[config.mk]
export PLATFORM = sky130hd
export DESIGN_NAME = tcm_timer
export DESIGN_NICKNAME = d
export VERILOG_FILES = /design/src/logic/tcm_sync.v /design/src/logic/tcm_prescaler.v /design/src/logic/tcm_timer.v
export VERILOG_INCLUDE_DIRS = /design/src /design/src/logic
export SDC_FILE = /design/constraint.sdc
export NUM_CORES = 1
export LEC_CHECK = 0
export BUFFER_PORTS_ARGS = -buffer_cell sky130_fd_sc_hd__buf_4
export CORE_UTILIZATION = 55
export DETAILED_ROUTE_END_ITERATION = 16
export PLACE_DENSITY = 0.92
export SLEW_MARGIN = 20
export SYNTH_ARGS = -nofsm -noshare
export SYNTH_HDL_FRONTEND = slang
export SYNTH_SLANG_ARGS = --single-unit
[constraint.sdc]
create_clock -name pclk -period 3.6 [get_ports pclk]
set_input_delay 0.72 -clock pclk [delete_from_list [all_inputs] [get_ports pclk]]
set_output_delay 0.72 -clock pclk [all_outputs]
set_load 0.05 [all_outputs]
[src/logic/tcm_regs.vh]
/*
 * register offsets, field positions, reset values and mode codes of the
 * 8-bit compare/output timer. assumes a 32-bit apb slave, one word a register.
 */
`ifndef TCM_REGS_VH
`define TCM_REGS_VH

// ==========================================
// register byte offsets
`define TCM_CTRL_OFF 12'h000
`define TCM_CNT_OFF 12'h004
`define TCM_CMP_OFF 12'h008
`define TCM_FLAG_OFF 12'h00c
`define TCM_FORCE_OFF 12'h010
`define TCM_PORT_OFF 12'h014

// ==========================================
// control register fields
`define TCM_CTRL_WGM_LSB 0
`define TCM_CTRL_COM_LSB 2
`define TCM_CTRL_EN_BIT 4
`define TCM_CTRL_PRE_LSB 8
`define TCM_CTRL_RST 32'h0000_0000

// ==========================================
// flag register fields
`define TCM_FLAG_OVF_BIT 0
`define TCM_FLAG_CMP_BIT 1

// ==========================================
// port register fields: output value, direction
`define TCM_PORT_VAL_BIT 0
`define TCM_PORT_DIR_BIT 1

// ==========================================
// waveform and compare output modes
`define TCM_WGM_NORMAL 2'h0
`define TCM_WGM_PCPWM 2'h1
`define TCM_WGM_CLRMATCH 2'h2
`define TCM_WGM_FPWM 2'h3
`define TCM_COM_NONE 2'h0
`define TCM_COM_TOGGLE 2'h1
`define TCM_COM_CLEAR 2'h2
`define TCM_COM_SET 2'h3

// ==========================================
// counter limits
`define TCM_MAX 8'hff
`define TCM_BOTTOM 8'h00

`endif

[src/logic/tcm_sync.v]
/*
 * two-flop synchroniser for one level.
 * assumes the input is asynchronous to pclk.
 */
`timescale 1ns/1ps
`default_nettype none

module tcm_sync (
	// clock and reset
	input wire pclk,
	input wire presetn,
	input wire ce,
	// level
	input wire d,
	output reg q
);

reg meta_ff;

always @(posedge pclk or negedge presetn) begin
	if (!presetn) begin
		meta_ff <= 1'b0;
		q <= 1'b0;
	end else if (ce) begin
		meta_ff <= d;
		q <= meta_ff;
	end
end

endmodule
`default_nettype wire

[src/logic/tcm_prescaler.v]
/*
 * prescaler: a one-cycle timer tick from pclk divided by 1..1024.
 * assumes the select code is stable or that a restart on change is fine.
 */
`timescale 1ns/1ps
`default_nettype none

module tcm_prescaler (
	// clock and reset
	input wire pclk,
	input wire presetn,
	input wire ce,
	// selection: 0 stop, 1..7 = /1,/8,/32,/64,/128,/256,/1024
	input wire [2:0] sel,
	output reg tick
);

reg [9:0] div_ff;
reg [9:0] lim;

always @* begin
	case (sel)
	3'h1: lim = 10'h000;
	3'h2: lim = 10'h007;
	3'h3: lim = 10'h01f;
	3'h4: lim = 10'h03f;
	3'h5: lim = 10'h07f;
	3'h6: lim = 10'h0ff;
	3'h7: lim = 10'h3ff;
	default: lim = 10'h000;
	endcase
end

always @(posedge pclk or negedge presetn) begin
	if (!presetn) begin
		div_ff <= 10'h000;
		tick <= 1'b0;
	end else if (ce) begin
		if (sel == 3'h0) begin
			div_ff <= 10'h000;
			tick <= 1'b0;
		end else if (div_ff >= lim) begin
			div_ff <= 10'h000;
			tick <= 1'b1;
		end else begin
			div_ff <= div_ff + 10'h001;
			tick <= 1'b0;
		end
	end
end

endmodule
`default_nettype wire

[src/logic/tcm_timer.v]
/*
 * 8-bit timer/counter with one compare unit and its output pin override,
 * normal, clear-on-match, phase-correct pwm and fast pwm modes, apb register access.
 * assumes an apb master on pclk and an asynchronous pin input.
 */
// Our own choices: register access over APB and the register offsets.
`timescale 1ns/1ps
`default_nettype none
`include "tcm_regs.vh"

module tcm_timer (
	// clock and reset
	input wire pclk,
	input wire presetn,
	input wire clk_en,
	// apb slave
	input wire psel,
	input wire penable,
	input wire pwrite,
	input wire [11:0] paddr,
	input wire [31:0] pwdata,
	output reg [31:0] prdata,
	output reg pready,
	output reg pslverr,
	// interrupt acknowledges from the cpu core
	input wire ovf_ack,
	input wire cmp_ack,
	// flags toward the interrupt controller
	output reg overflow_flag,
	output reg compare_match_flag,
	// pin
	input wire pin_in,
	output reg pin_out,
	output reg pin_oe,
	output reg pin_in_sync,
	// state seen by the rest of the chip
	output reg compare_output_state,
	output reg [7:0] counter_value
);

// ==========================================
// decoding helpers
// modes zero and two are the non-PWM modes
function is_pwm;
	input [1:0] wgm;
	begin
		is_pwm = (wgm == `TCM_WGM_PCPWM) || (wgm == `TCM_WGM_FPWM);
	end
endfunction

// next compare output state for a non-PWM match or force
function next_oc;
	input [1:0] com;
	input cur;
	begin
		case (com)
		`TCM_COM_TOGGLE: next_oc = ~cur;
		`TCM_COM_CLEAR: next_oc = 1'b0;
		`TCM_COM_SET: next_oc = 1'b1;
		default: next_oc = cur;
		endcase
	end
endfunction

// ==========================================
// registers
reg [1:0] waveform_mode_ff;
reg [1:0] compare_output_mode_ff;
reg [2:0] clk_sel_ff;
reg [7:0] compare_value_ff;
reg [7:0] compare_buf_ff;
reg port_val_ff;
reg output_pin_direction_bit_ff;
reg cnt_wr_block_ff;
reg match_pend_ff;
reg dir_down_ff;

wire tick;
wire pin_sync;
wire wr_acc = psel && penable && pwrite;
wire cnt_wr = wr_acc && (paddr == `TCM_CNT_OFF);
wire cmp_wr = wr_acc && (paddr == `TCM_CMP_OFF);
wire ctrl_wr = wr_acc && (paddr == `TCM_CTRL_OFF);
wire flag_wr = wr_acc && (paddr == `TCM_FLAG_OFF);
wire force_wr = wr_acc && (paddr == `TCM_FORCE_OFF) && pwdata[0];
wire port_wr = wr_acc && (paddr == `TCM_PORT_OFF);

function mapped;
	input [11:0] a;
	begin
		mapped = (a == `TCM_CTRL_OFF) || (a == `TCM_CNT_OFF) || (a == `TCM_CMP_OFF) ||
			(a == `TCM_FLAG_OFF) || (a == `TCM_FORCE_OFF) || (a == `TCM_PORT_OFF);
	end
endfunction

// ==========================================
// submodules
tcm_prescaler i_tcm_prescaler (
	.pclk(pclk),
	.presetn(presetn),
	.ce(clk_en),
	.sel(clk_sel_ff),
	.tick(tick)
);

tcm_sync i_tcm_sync (
	.pclk(pclk),
	.presetn(presetn),
	.ce(clk_en),
	.d(pin_in),
	.q(pin_sync)
);

// ==========================================
// counter and compare
wire pwm = is_pwm(waveform_mode_ff);
// a counter write hides one match, so compare may be set equal to the count
wire match = (counter_value == compare_value_ff) && !cnt_wr_block_ff;
reg [7:0] nxt_counter;
reg nxt_dir_down;
reg nxt_ovf_set;

// counting depends on waveform mode, and in clear-on-match mode also on the compare match
always @* begin
	nxt_counter = counter_value;
	nxt_dir_down = dir_down_ff;
	nxt_ovf_set = 1'b0;
	case (waveform_mode_ff)
	// a compare below the count is missed until the count wraps
	`TCM_WGM_CLRMATCH: begin
		if (match) begin
			nxt_counter = `TCM_BOTTOM;
		end else begin
			nxt_counter = counter_value + 8'h01;
			nxt_ovf_set = (counter_value == `TCM_MAX);
		end
	end
	`TCM_WGM_PCPWM: begin
		if (dir_down_ff) begin
			nxt_counter = counter_value - 8'h01;
			if (counter_value == 8'h01)
				nxt_dir_down = 1'b0;
			nxt_ovf_set = (counter_value == 8'h01);
		end else begin
			nxt_counter = counter_value + 8'h01;
			if (counter_value == 8'hfe)
				nxt_dir_down = 1'b1;
		end
	end
	`TCM_WGM_FPWM: begin
		nxt_counter = counter_value + 8'h01;
		nxt_ovf_set = (counter_value == `TCM_MAX);
	end
	default: begin
		nxt_counter = counter_value + 8'h01;
		nxt_ovf_set = (counter_value == `TCM_MAX);
	end
	endcase
end

// compare output state on a timer tick
reg nxt_oc;
always @* begin
	nxt_oc = compare_output_state;
	if (!pwm) begin
		if (match)
			nxt_oc = next_oc(compare_output_mode_ff, compare_output_state);
	end else if (compare_output_mode_ff[1]) begin
		// pwm: set or clear by polarity
		if (match)
			nxt_oc = compare_output_mode_ff[0] ^ (waveform_mode_ff == `TCM_WGM_PCPWM && dir_down_ff);
		else if (waveform_mode_ff == `TCM_WGM_FPWM && counter_value == `TCM_MAX)
			nxt_oc = ~compare_output_mode_ff[0];
	end else if (compare_output_mode_ff == `TCM_COM_TOGGLE && match) begin
		nxt_oc = ~compare_output_state;
	end
end

// counter: a cpu write wins over counting
always @(posedge pclk or negedge presetn) begin
	if (!presetn) begin
		counter_value <= 8'h00;
		dir_down_ff <= 1'b0;
		cnt_wr_block_ff <= 1'b0;
	end else if (clk_en) begin
		// the write blocks the match of the next tick, even when stopped
		if (cnt_wr) begin
			counter_value <= pwdata[7:0];
			cnt_wr_block_ff <= 1'b1;
		end else if (tick) begin
			counter_value <= nxt_counter;
			dir_down_ff <= nxt_dir_down;
			cnt_wr_block_ff <= 1'b0;
		end
	end
end

// ==========================================
// compare value: direct in non-PWM, at the bottom in PWM
always @(posedge pclk or negedge presetn) begin
	if (!presetn) begin
		compare_value_ff <= 8'h00;
		compare_buf_ff <= 8'h00;
	end else if (clk_en) begin
		if (cmp_wr)
			compare_buf_ff <= pwdata[7:0];
		if (cmp_wr && !pwm)
			compare_value_ff <= pwdata[7:0];
		else if (pwm && tick && !cnt_wr && nxt_counter == `TCM_BOTTOM)
			compare_value_ff <= compare_buf_ff;
	end
end

// ==========================================
// compare output state: force has priority over the mode's own action in non-PWM modes and is ignored in PWM modes
always @(posedge pclk or negedge presetn) begin
	if (!presetn) begin
		compare_output_state <= 1'b0;
	end else if (clk_en) begin
		if (force_wr && !pwm)
			compare_output_state <= next_oc(compare_output_mode_ff, compare_output_state);
		else if (tick && !cnt_wr)
			compare_output_state <= nxt_oc;
	end
end

// ==========================================
// sticky flags: the timer sets, software or the acknowledge clears; set wins
always @(posedge pclk or negedge presetn) begin
	if (!presetn) begin
		match_pend_ff <= 1'b0;
		overflow_flag <= 1'b0;
		compare_match_flag <= 1'b0;
	end else if (clk_en) begin
		// match flag raised one timer cycle later
		if (tick)
			match_pend_ff <= match && !cnt_wr;
		if (tick && match_pend_ff)
			compare_match_flag <= 1'b1;
		else if (cmp_ack || (flag_wr && pwdata[`TCM_FLAG_CMP_BIT]))
			compare_match_flag <= 1'b0;
		if (tick && !cnt_wr && nxt_ovf_set)
			overflow_flag <= 1'b1;
		else if (ovf_ack || (flag_wr && pwdata[`TCM_FLAG_OVF_BIT]))
			overflow_flag <= 1'b0;
	end
end

// ==========================================
// control and port registers
// a mode field change takes effect at once, with no wait for a match
always @(posedge pclk or negedge presetn) begin
	if (!presetn) begin
		waveform_mode_ff <= `TCM_WGM_NORMAL;
		compare_output_mode_ff <= `TCM_COM_NONE;
		clk_sel_ff <= 3'h0;
		port_val_ff <= 1'b0;
		output_pin_direction_bit_ff <= 1'b0;
	end else if (clk_en) begin
		if (ctrl_wr) begin
			waveform_mode_ff <= pwdata[`TCM_CTRL_WGM_LSB +: 2];
			compare_output_mode_ff <= pwdata[`TCM_CTRL_COM_LSB +: 2];
			clk_sel_ff <= pwdata[`TCM_CTRL_PRE_LSB +: 3];
		end
		if (port_wr) begin
			port_val_ff <= pwdata[`TCM_PORT_VAL_BIT];
			output_pin_direction_bit_ff <= pwdata[`TCM_PORT_DIR_BIT];
		end
	end
end

// ==========================================
// pin mux
// both pin outputs lag their sources by one cycle
always @(posedge pclk or negedge presetn) begin
	if (!presetn) begin
		pin_out <= 1'b0;
		pin_oe <= 1'b0;
		pin_in_sync <= 1'b0;
	end else if (clk_en) begin
		// mode field alone selects the source
		if (compare_output_mode_ff != `TCM_COM_NONE)
			pin_out <= compare_output_state;
		else
			pin_out <= port_val_ff;
		pin_oe <= output_pin_direction_bit_ff;
		pin_in_sync <= pin_sync;
	end
end

// ==========================================
// apb read and answer, zero wait state
// unmapped words answer with an error, read zero and ignore writes
always @(posedge pclk or negedge presetn) begin
	if (!presetn) begin
		prdata <= 32'h0000_0000;
		pready <= 1'b0;
		pslverr <= 1'b0;
	end else if (clk_en) begin
		pready <= psel && !penable;
		pslverr <= psel && !penable && !mapped(paddr);
		prdata <= 32'h0000_0000;
		if (psel && !penable && !pwrite) begin
			case (paddr)
			`TCM_CTRL_OFF: prdata <= {21'h0, clk_sel_ff, 4'h0,
				compare_output_mode_ff, waveform_mode_ff};
			`TCM_CNT_OFF: prdata <= {24'h0, counter_value};
			`TCM_CMP_OFF: prdata <= {24'h0, (pwm ? compare_buf_ff : compare_value_ff)};
			`TCM_FLAG_OFF: prdata <= {30'h0, compare_match_flag, overflow_flag};
			`TCM_PORT_OFF: prdata <= {29'h0, pin_sync, output_pin_direction_bit_ff,
				port_val_ff};
			default: prdata <= 32'h0000_0000;
			endcase
		end
	end
end

endmodule
`default_nettype wire

Word-level counts from Yosys, hierarchy flattened --
Cells that the tools add are included.
Storage, ports and cells: flip-flop bits (word level) 89, bits in latches 0, bits in writable memories 0, bits in read-only memories 0, bits of input ports 53, output and inout port bits 48, logic and storage cells 153, memories kept 0
Cells by class: $add $sub $neg 3, multiply operators 0, div/mod/pow operators 0, order comparisons 1, equal/unequal tests 23, shift-type cells 0, muxes and demuxes 37, bitwise operators 4, reductions and logical operators 61
Operators with widths (number):
- 10-bit case mux with 6 select lines | 1
- 8-bit 2-to-1 mux | 7
- 11-bit case mux with 5 select lines | 1
- 32-bit 2-to-1 mux | 1
- 1-bit logical AND | 27
- 12-bit by 4-bit equality test with 1-bit output (second input constant) | 2
- 12-bit by 5-bit equality test with 1-bit output (second input constant) | 2
- 1-bit 2-to-1 mux | 22
- 10-bit 2-to-1 mux | 2
- 8-bit equality test (second input constant) | 2
- 8-bit case mux with 2 select lines | 1
- 2-bit AND reduction | 8
- 12-bit by 3-bit equality test with 1-bit output (second input constant) | 1
- 3-bit equality test (second input constant) | 4
- 12-bit zero test | 1
- 2-bit nonzero test | 6
- 10-bit by 1-bit adder with 10-bit output (second input constant) | 1
- 10-bit greater-or-equal comparator | 1
- 8-bit by 1-bit adder with 8-bit output (second input constant) | 1
- 2-bit equality test (second input constant) | 4
- 8-bit by 1-bit equality test with 1-bit output (second input constant) | 1
- 8-bit equality test | 1
- 8-bit zero test | 1
- 1-bit logical OR | 8
- 14 further kinds | 23

Depth between registers and ports, before layout --
depth after elaboration 8, depth in mapped cells 12, depth with buffers taken out 10

Modules after synthesis --
A second synthesis with hierarchy kept.
Unflattened totals: cells, all modules 492, area, all modules 4579.4 um2
By module, submodules not included:
- tcm_timer | times used 1, cells an instance 400, area an instance 3651.0 um2, sequential area each 1376.3 um2
- tcm_prescaler | times used 1, cells an instance 88, area an instance 855.8 um2, sequential area each 275.3 um2
- tcm_sync | times used 1, cells an instance 4, area an instance 72.6 um2, sequential area each 50.0 um2

Least setup slack after synthesis --
Ideal clock, no wire load.
kind register to register, from register counter_value[0], to register compare_value_ff[0], library setup time 0.087 ns, data arrival time 3.361 ns, data required time 3.513 ns, slack 0.153 ns, stages on the path, launching flop included 13, path buffers 2, period minus slack after synthesis 3.447 ns, path through dfrtp_1 clkbuf_1 inv_1 ha_1 nor3b_1 a31oi_1 o22ai_1 or2_2 a221o_1 or4_1 buf_6 o21a_4 a211oi_2
On the way: cells in the longest elaborated chain, start to end 8, elaborated cells between the ends (all ways) 11, classes of those cells add/sub (2); eq/ne (1); mux (3); reduce/logical (5)
RTL lines:
- start, declared | line tcm_timer.v:38 | output reg [7:0] counter_value
- start signal, assigned | line tcm_timer.v:188 | counter_value <= pwdata[7:0];
- start signal, assigned | line tcm_timer.v:191 | counter_value <= nxt_counter;
- parallel branches: the longest is 3 deep, another holds 8-bit by 1-bit adder with 8-bit output
- 8-bit case mux with 2 select lines * | line tcm_timer.v:128 | case (waveform_mode_ff)
- 8-bit zero test (no source line) *
- 1-bit logical AND (no source line) *
- 2-bit nonzero test (no source line) *
- 2-bit AND reduction (no source line) *
- end signal, assigned | line tcm_timer.v:208 | compare_value_ff <= pwdata[7:0];
- end signal, assigned | line tcm_timer.v:210 | compare_value_ff <= compare_buf_ff;
- end, declared | line tcm_timer.v:70 | reg [7:0] compare_value_ff;
Every way passes the cells marked *. A chain may end at the register's enable or synchronous reset.

Final worst setup path --
from register waveform_mode_ff[0], to register compare_value_ff[2]
On the way: cells in the longest elaborated chain, start to end 7, elaborated cells between the ends (all ways) 14, classes of those cells eq/ne (3); mux (2); reduce/logical (9)
RTL lines:
- start, declared | line tcm_timer.v:67 | reg [1:0] waveform_mode_ff;
- start signal, assigned | line tcm_timer.v:254 | waveform_mode_ff <= `TCM_WGM_NORMAL;
- start signal, assigned | line tcm_timer.v:261 | waveform_mode_ff <= pwdata[`TCM_CTRL_WGM_LSB +: 2];
- parallel branches: the longest is 7 deep, another holds 8-bit case mux with 2 select lines
Several ways; the timed one is not identified.

==> flow_metrics.env <==
export IMPL_start_util_pct=57.36
export IMPL_tns_ns=0
export IMPL_synth_top_cells_by_count="dfrtp_1, nand2_1, o21ai_0"
export IMPL_worstPathArrival_ns=3.49
export IMPL_power_frac_seq_pct=33.8
export IMPL_clock_power_share_pct=24.6
export IMPL_path_max_fanout=7
export IMPL_max_freq_mhz=306.5
export IMPL_stdcell_count=659
export IMPL_ctsHtreeMaxLevel=3
export IMPL_syn_instance_count=486
export IMPL_cts_buffers=9
export IMPL_drv_cap=0
export IMPL_ant_nets=0
export IMPL_areaGrowthSynthToFinish_pct=17.10
export IMPL_synth_distinct_cells=61
export IMPL_status="finished clean"
export IMPL_antenna_found_initial=0
export IMPL_p_comb_share_pct=41.5
export IMPL_slew_viol_final=0
export IMPL_hold_buffers=0
export IMPL_cts_root_buf="clkbuf_8"
export IMPL_wl_mm=12.36
export IMPL_core_area_sq_um=7807
export IMPL_worstPathCellList="inv_1 -> ha_1 -> and3b_1 -> nor4_1 -> o22ai_1 -> or2_2 -> a221o_1 -> or4_1 -> buf_4 -> nor3_1 -> a211oi_2"
export IMPL_avgSynthCellArea_sq_um=9.214
export IMPL_insertion_delay_ns=0.36
export IMPL_critPathRequiredTime_ns=3.83
export IMPL_yosysWarnings=0
export IMPL_yosys_area_share_xor_xnor_pct=2.347
export IMPL_grt_pass1_vias=4140
export IMPL_num_rows=32
export IMPL_via_per_inst=6.519
export IMPL_cp_slowest_cell="or4_1"
export IMPL_die_w_microns=92.23
export IMPL_gp_congestion=0.9186
export IMPL_ys_flop_type="dfrtp_1"
export IMPL_switching_share_pct=41.81
export IMPL_cts_sinks=68
export IMPL_period_share_pct=90.63
export IMPL_endpoint_kind="register"
export IMPL_antenna_cells=0
export IMPL_grt_usage_pct=31.22
export IMPL_slowest_delay_ns=0.56
export IMPL_yosys_register_bits=68
export IMPL_fin_crit_ns=3.263
export IMPL_synth_area_top_cells="dfrtp_1, mux2_2, ha_1, o21ai_0, buf_4"
export IMPL_hold_path_class="in -> async"
export IMPL_cp_top_family="simple AND/OR/NAND/NOR gates"
export IMPL_drc=0
export IMPL_post_cts_setup_buffers=0
export IMPL_skew_ns=0.01500
export IMPL_wl_per_cell_microns=18.76
export IMPL_ir_worst_vdd_v=0.0003271
export IMPL_worst_slew_pin_slew_ns=1.005
export IMPL_netlist_area_sq_um=4478
export IMPL_switchingPower_w=0.001214
export IMPL_ios=101
export IMPL_multiInputGateArea_sq_um=2499
export IMPL_die_area_sq_um=8506
export IMPL_critPathKind="reg -> reg"
export IMPL_yosysTopAreaCell="dfrtp_1"
export IMPL_die_h_microns=92.23
export IMPL_hold_violations=0
export IMPL_synthMuxAreaShare_pct=7.181
export IMPL_layout_drive_gt1_share_pct=24.96
export IMPL_cts_tree="yes"
export IMPL_portBuffers=58
export IMPL_drt_initial_drc_count=567
export IMPL_nets=623
export IMPL_synth_adder_area_share_pct=5.029
export IMPL_synth_edff_count=0
export IMPL_r2r_worst_path_cells=11
export IMPL_synthSimpleGateAreaFrac_pct=17.13
export IMPL_p_per_area_nw_per_um2=553.8
export IMPL_grt_max_degree=69
export IMPL_cts_resized=0
export IMPL_final_seq_area_sq_um=1702
export IMPL_cts_reportedPaths_clkPinSlew_ns=0.08
export IMPL_overflow=0
export IMPL_synth_top_cell_area_share_pct=38.00
export IMPL_worst_path_buf_inv=2
export IMPL_p_leak_nw=2.420
export IMPL_yosysMostFrequentCell="dfrtp_1"
export IMPL_async_flop_share_pct=100.0
export IMPL_hpwl_mm=9.018
export IMPL_dp_cells=643
export IMPL_num_vias=4296
export IMPL_cp_start_kind="register"
export IMPL_worst_path_stages=11
export IMPL_rsz0062_at_grt="false"
export IMPL_relSlewSlack_pct=32.75
export IMPL_p_int_w=0.001690
export IMPL_synth_top_family_by_area="compound AO/OA/AOI/OAI gates"
export IMPL_setup_viol=0
export IMPL_yosysSeqAreaShare_pct=38.00
export IMPL_synth_compound_area_share_pct=22.35
export IMPL_fillers=575
export IMPL_cts_buffer_depth=2
export IMPL_drt_pass1_iter_count=6
export IMPL_grt_first_pass_wirelength_mm=20.74
[power groups by stage]
stage	clock, W	combinational (W)	sequential [W]
after floorplan	0	0.000734	0.00109
after global placement	0	0.00114	0.000984
after detailed placement	0	0.00117	0.000991
after CTS	0.000718	0.00118	0.000978
after global routing	0.000756	0.00130	0.000998
final	0.000715	0.00121	0.000983
[registers in the layout, summed over array words and instances, names as in the netlist, 2 cells and up]
signal	count
clk_sel_ff	3
compare_buf_ff	8
compare_output_mode_ff	2
compare_value_ff	8
counter_value	8
i_tcm_prescaler.div_ff	10
prdata	11
waveform_mode_ff	2
[through the flow]
stage | util, % | area (sq um) | setup slack (ns) | total power (W) | hold WS [ns]
2_1_floorplan | - | 4553 | 0.1527 | 0.001823 | 0.4244
3_3_place_gp | 64.28 | 5019 | 0.4309 | 0.002120 | 0.4757
3_5_place_dp | 64.28 | 5019 | 0.3325 | 0.002164 | 0.4788
4_1_cts | 67.16 | 5244 | 0.3644 | 0.002880 | 0.4950
5_1_grt | 67.16 | 5244 | 0.08026 | 0.003058 | 0.5223
6_report | 67.16 | 5244 | 0.3372 | 0.002904 | 0.4737
[worst paths after layout]
path	startpoint	endpoint	slack, ns
worst max-delay path	waveform_mode_ff[0]	compare_value_ff[2]	0.34
worst min register to register	prdata[4]	prdata[4]	0.49
min in group pclk	prdata[4]	prdata[4]	0.49
worst min-delay path	presetn	compare_buf_ff[0]	0.47
max in group asynchronous	presetn	i_tcm_prescaler.div_ff[9]	2.57
worst max register to register	waveform_mode_ff[0]	compare_value_ff[2]	0.34
[area by class of cell]
cell class                 count  area share, %
timing repair buffer          80          11.45
clock inverter                 6          1.670
multi-input combinational    369          47.65
inverter                      24          1.718
tap                          102          2.434
clock buffer                  10          2.625
sequential                    68          32.45
[logic make-up after synthesis]
family / after synthesis
buf+inv: 69
simple gates: 150
compound gates: 139
flops: 68
fa+ha+maj: 18
mux: 29
xor+xnor: 12
other cells: 1
[placed cells by master (no fill, tap or decap), types with 3 or more instances in the layout]
cell	netlist	final
a211o_1	3	3
a211oi_2	8	8
a21o_1	3	3
a21oi_1	29	29
a221o_1	3	3
a22o_1	9	9
a22oi_1	5	5
a31oi_1	4	4
a32o_1	3	3
and2_1	3	3
and3_1	5	5
buf_4	21	80
clkbuf_8	0	10
conb_1	1	21
dfrtp_1	68	68
ha_1	18	18
inv_1	23	23
mux2_2	25	25
mux2i_1	4	4
nand2_1	34	34
nand3_1	19	19
nand4_1	6	6
nor2_1	29	29
nor2b_1	6	6
nor3_1	21	21
nor3b_1	3	3
nor4_1	3	3
o21ai_0	32	32
o22ai_1	9	9
o2bb2ai_1	7	7
o311ai_0	5	5
or2_2	4	4
or3_1	4	4
or4_1	3	3
xnor2_1	8	8
xor2_1	4	4
[metal layers]
| metal | GRT usage [%] | vias to the layer above | wire length (microns) |
|---|---|---|---|
| met3 | 5.141 | 56 | 1101 |
| li1 | - | 1887 | - |
| met5 | 0 | - | 0 |
| met4 | 14.71 | 0 | 484 |
| met2 | 48.45 | 296 | 5784 |
| met1 | 42.63 | 2057 | 4993 |
(Power assumes the default switching activity.)
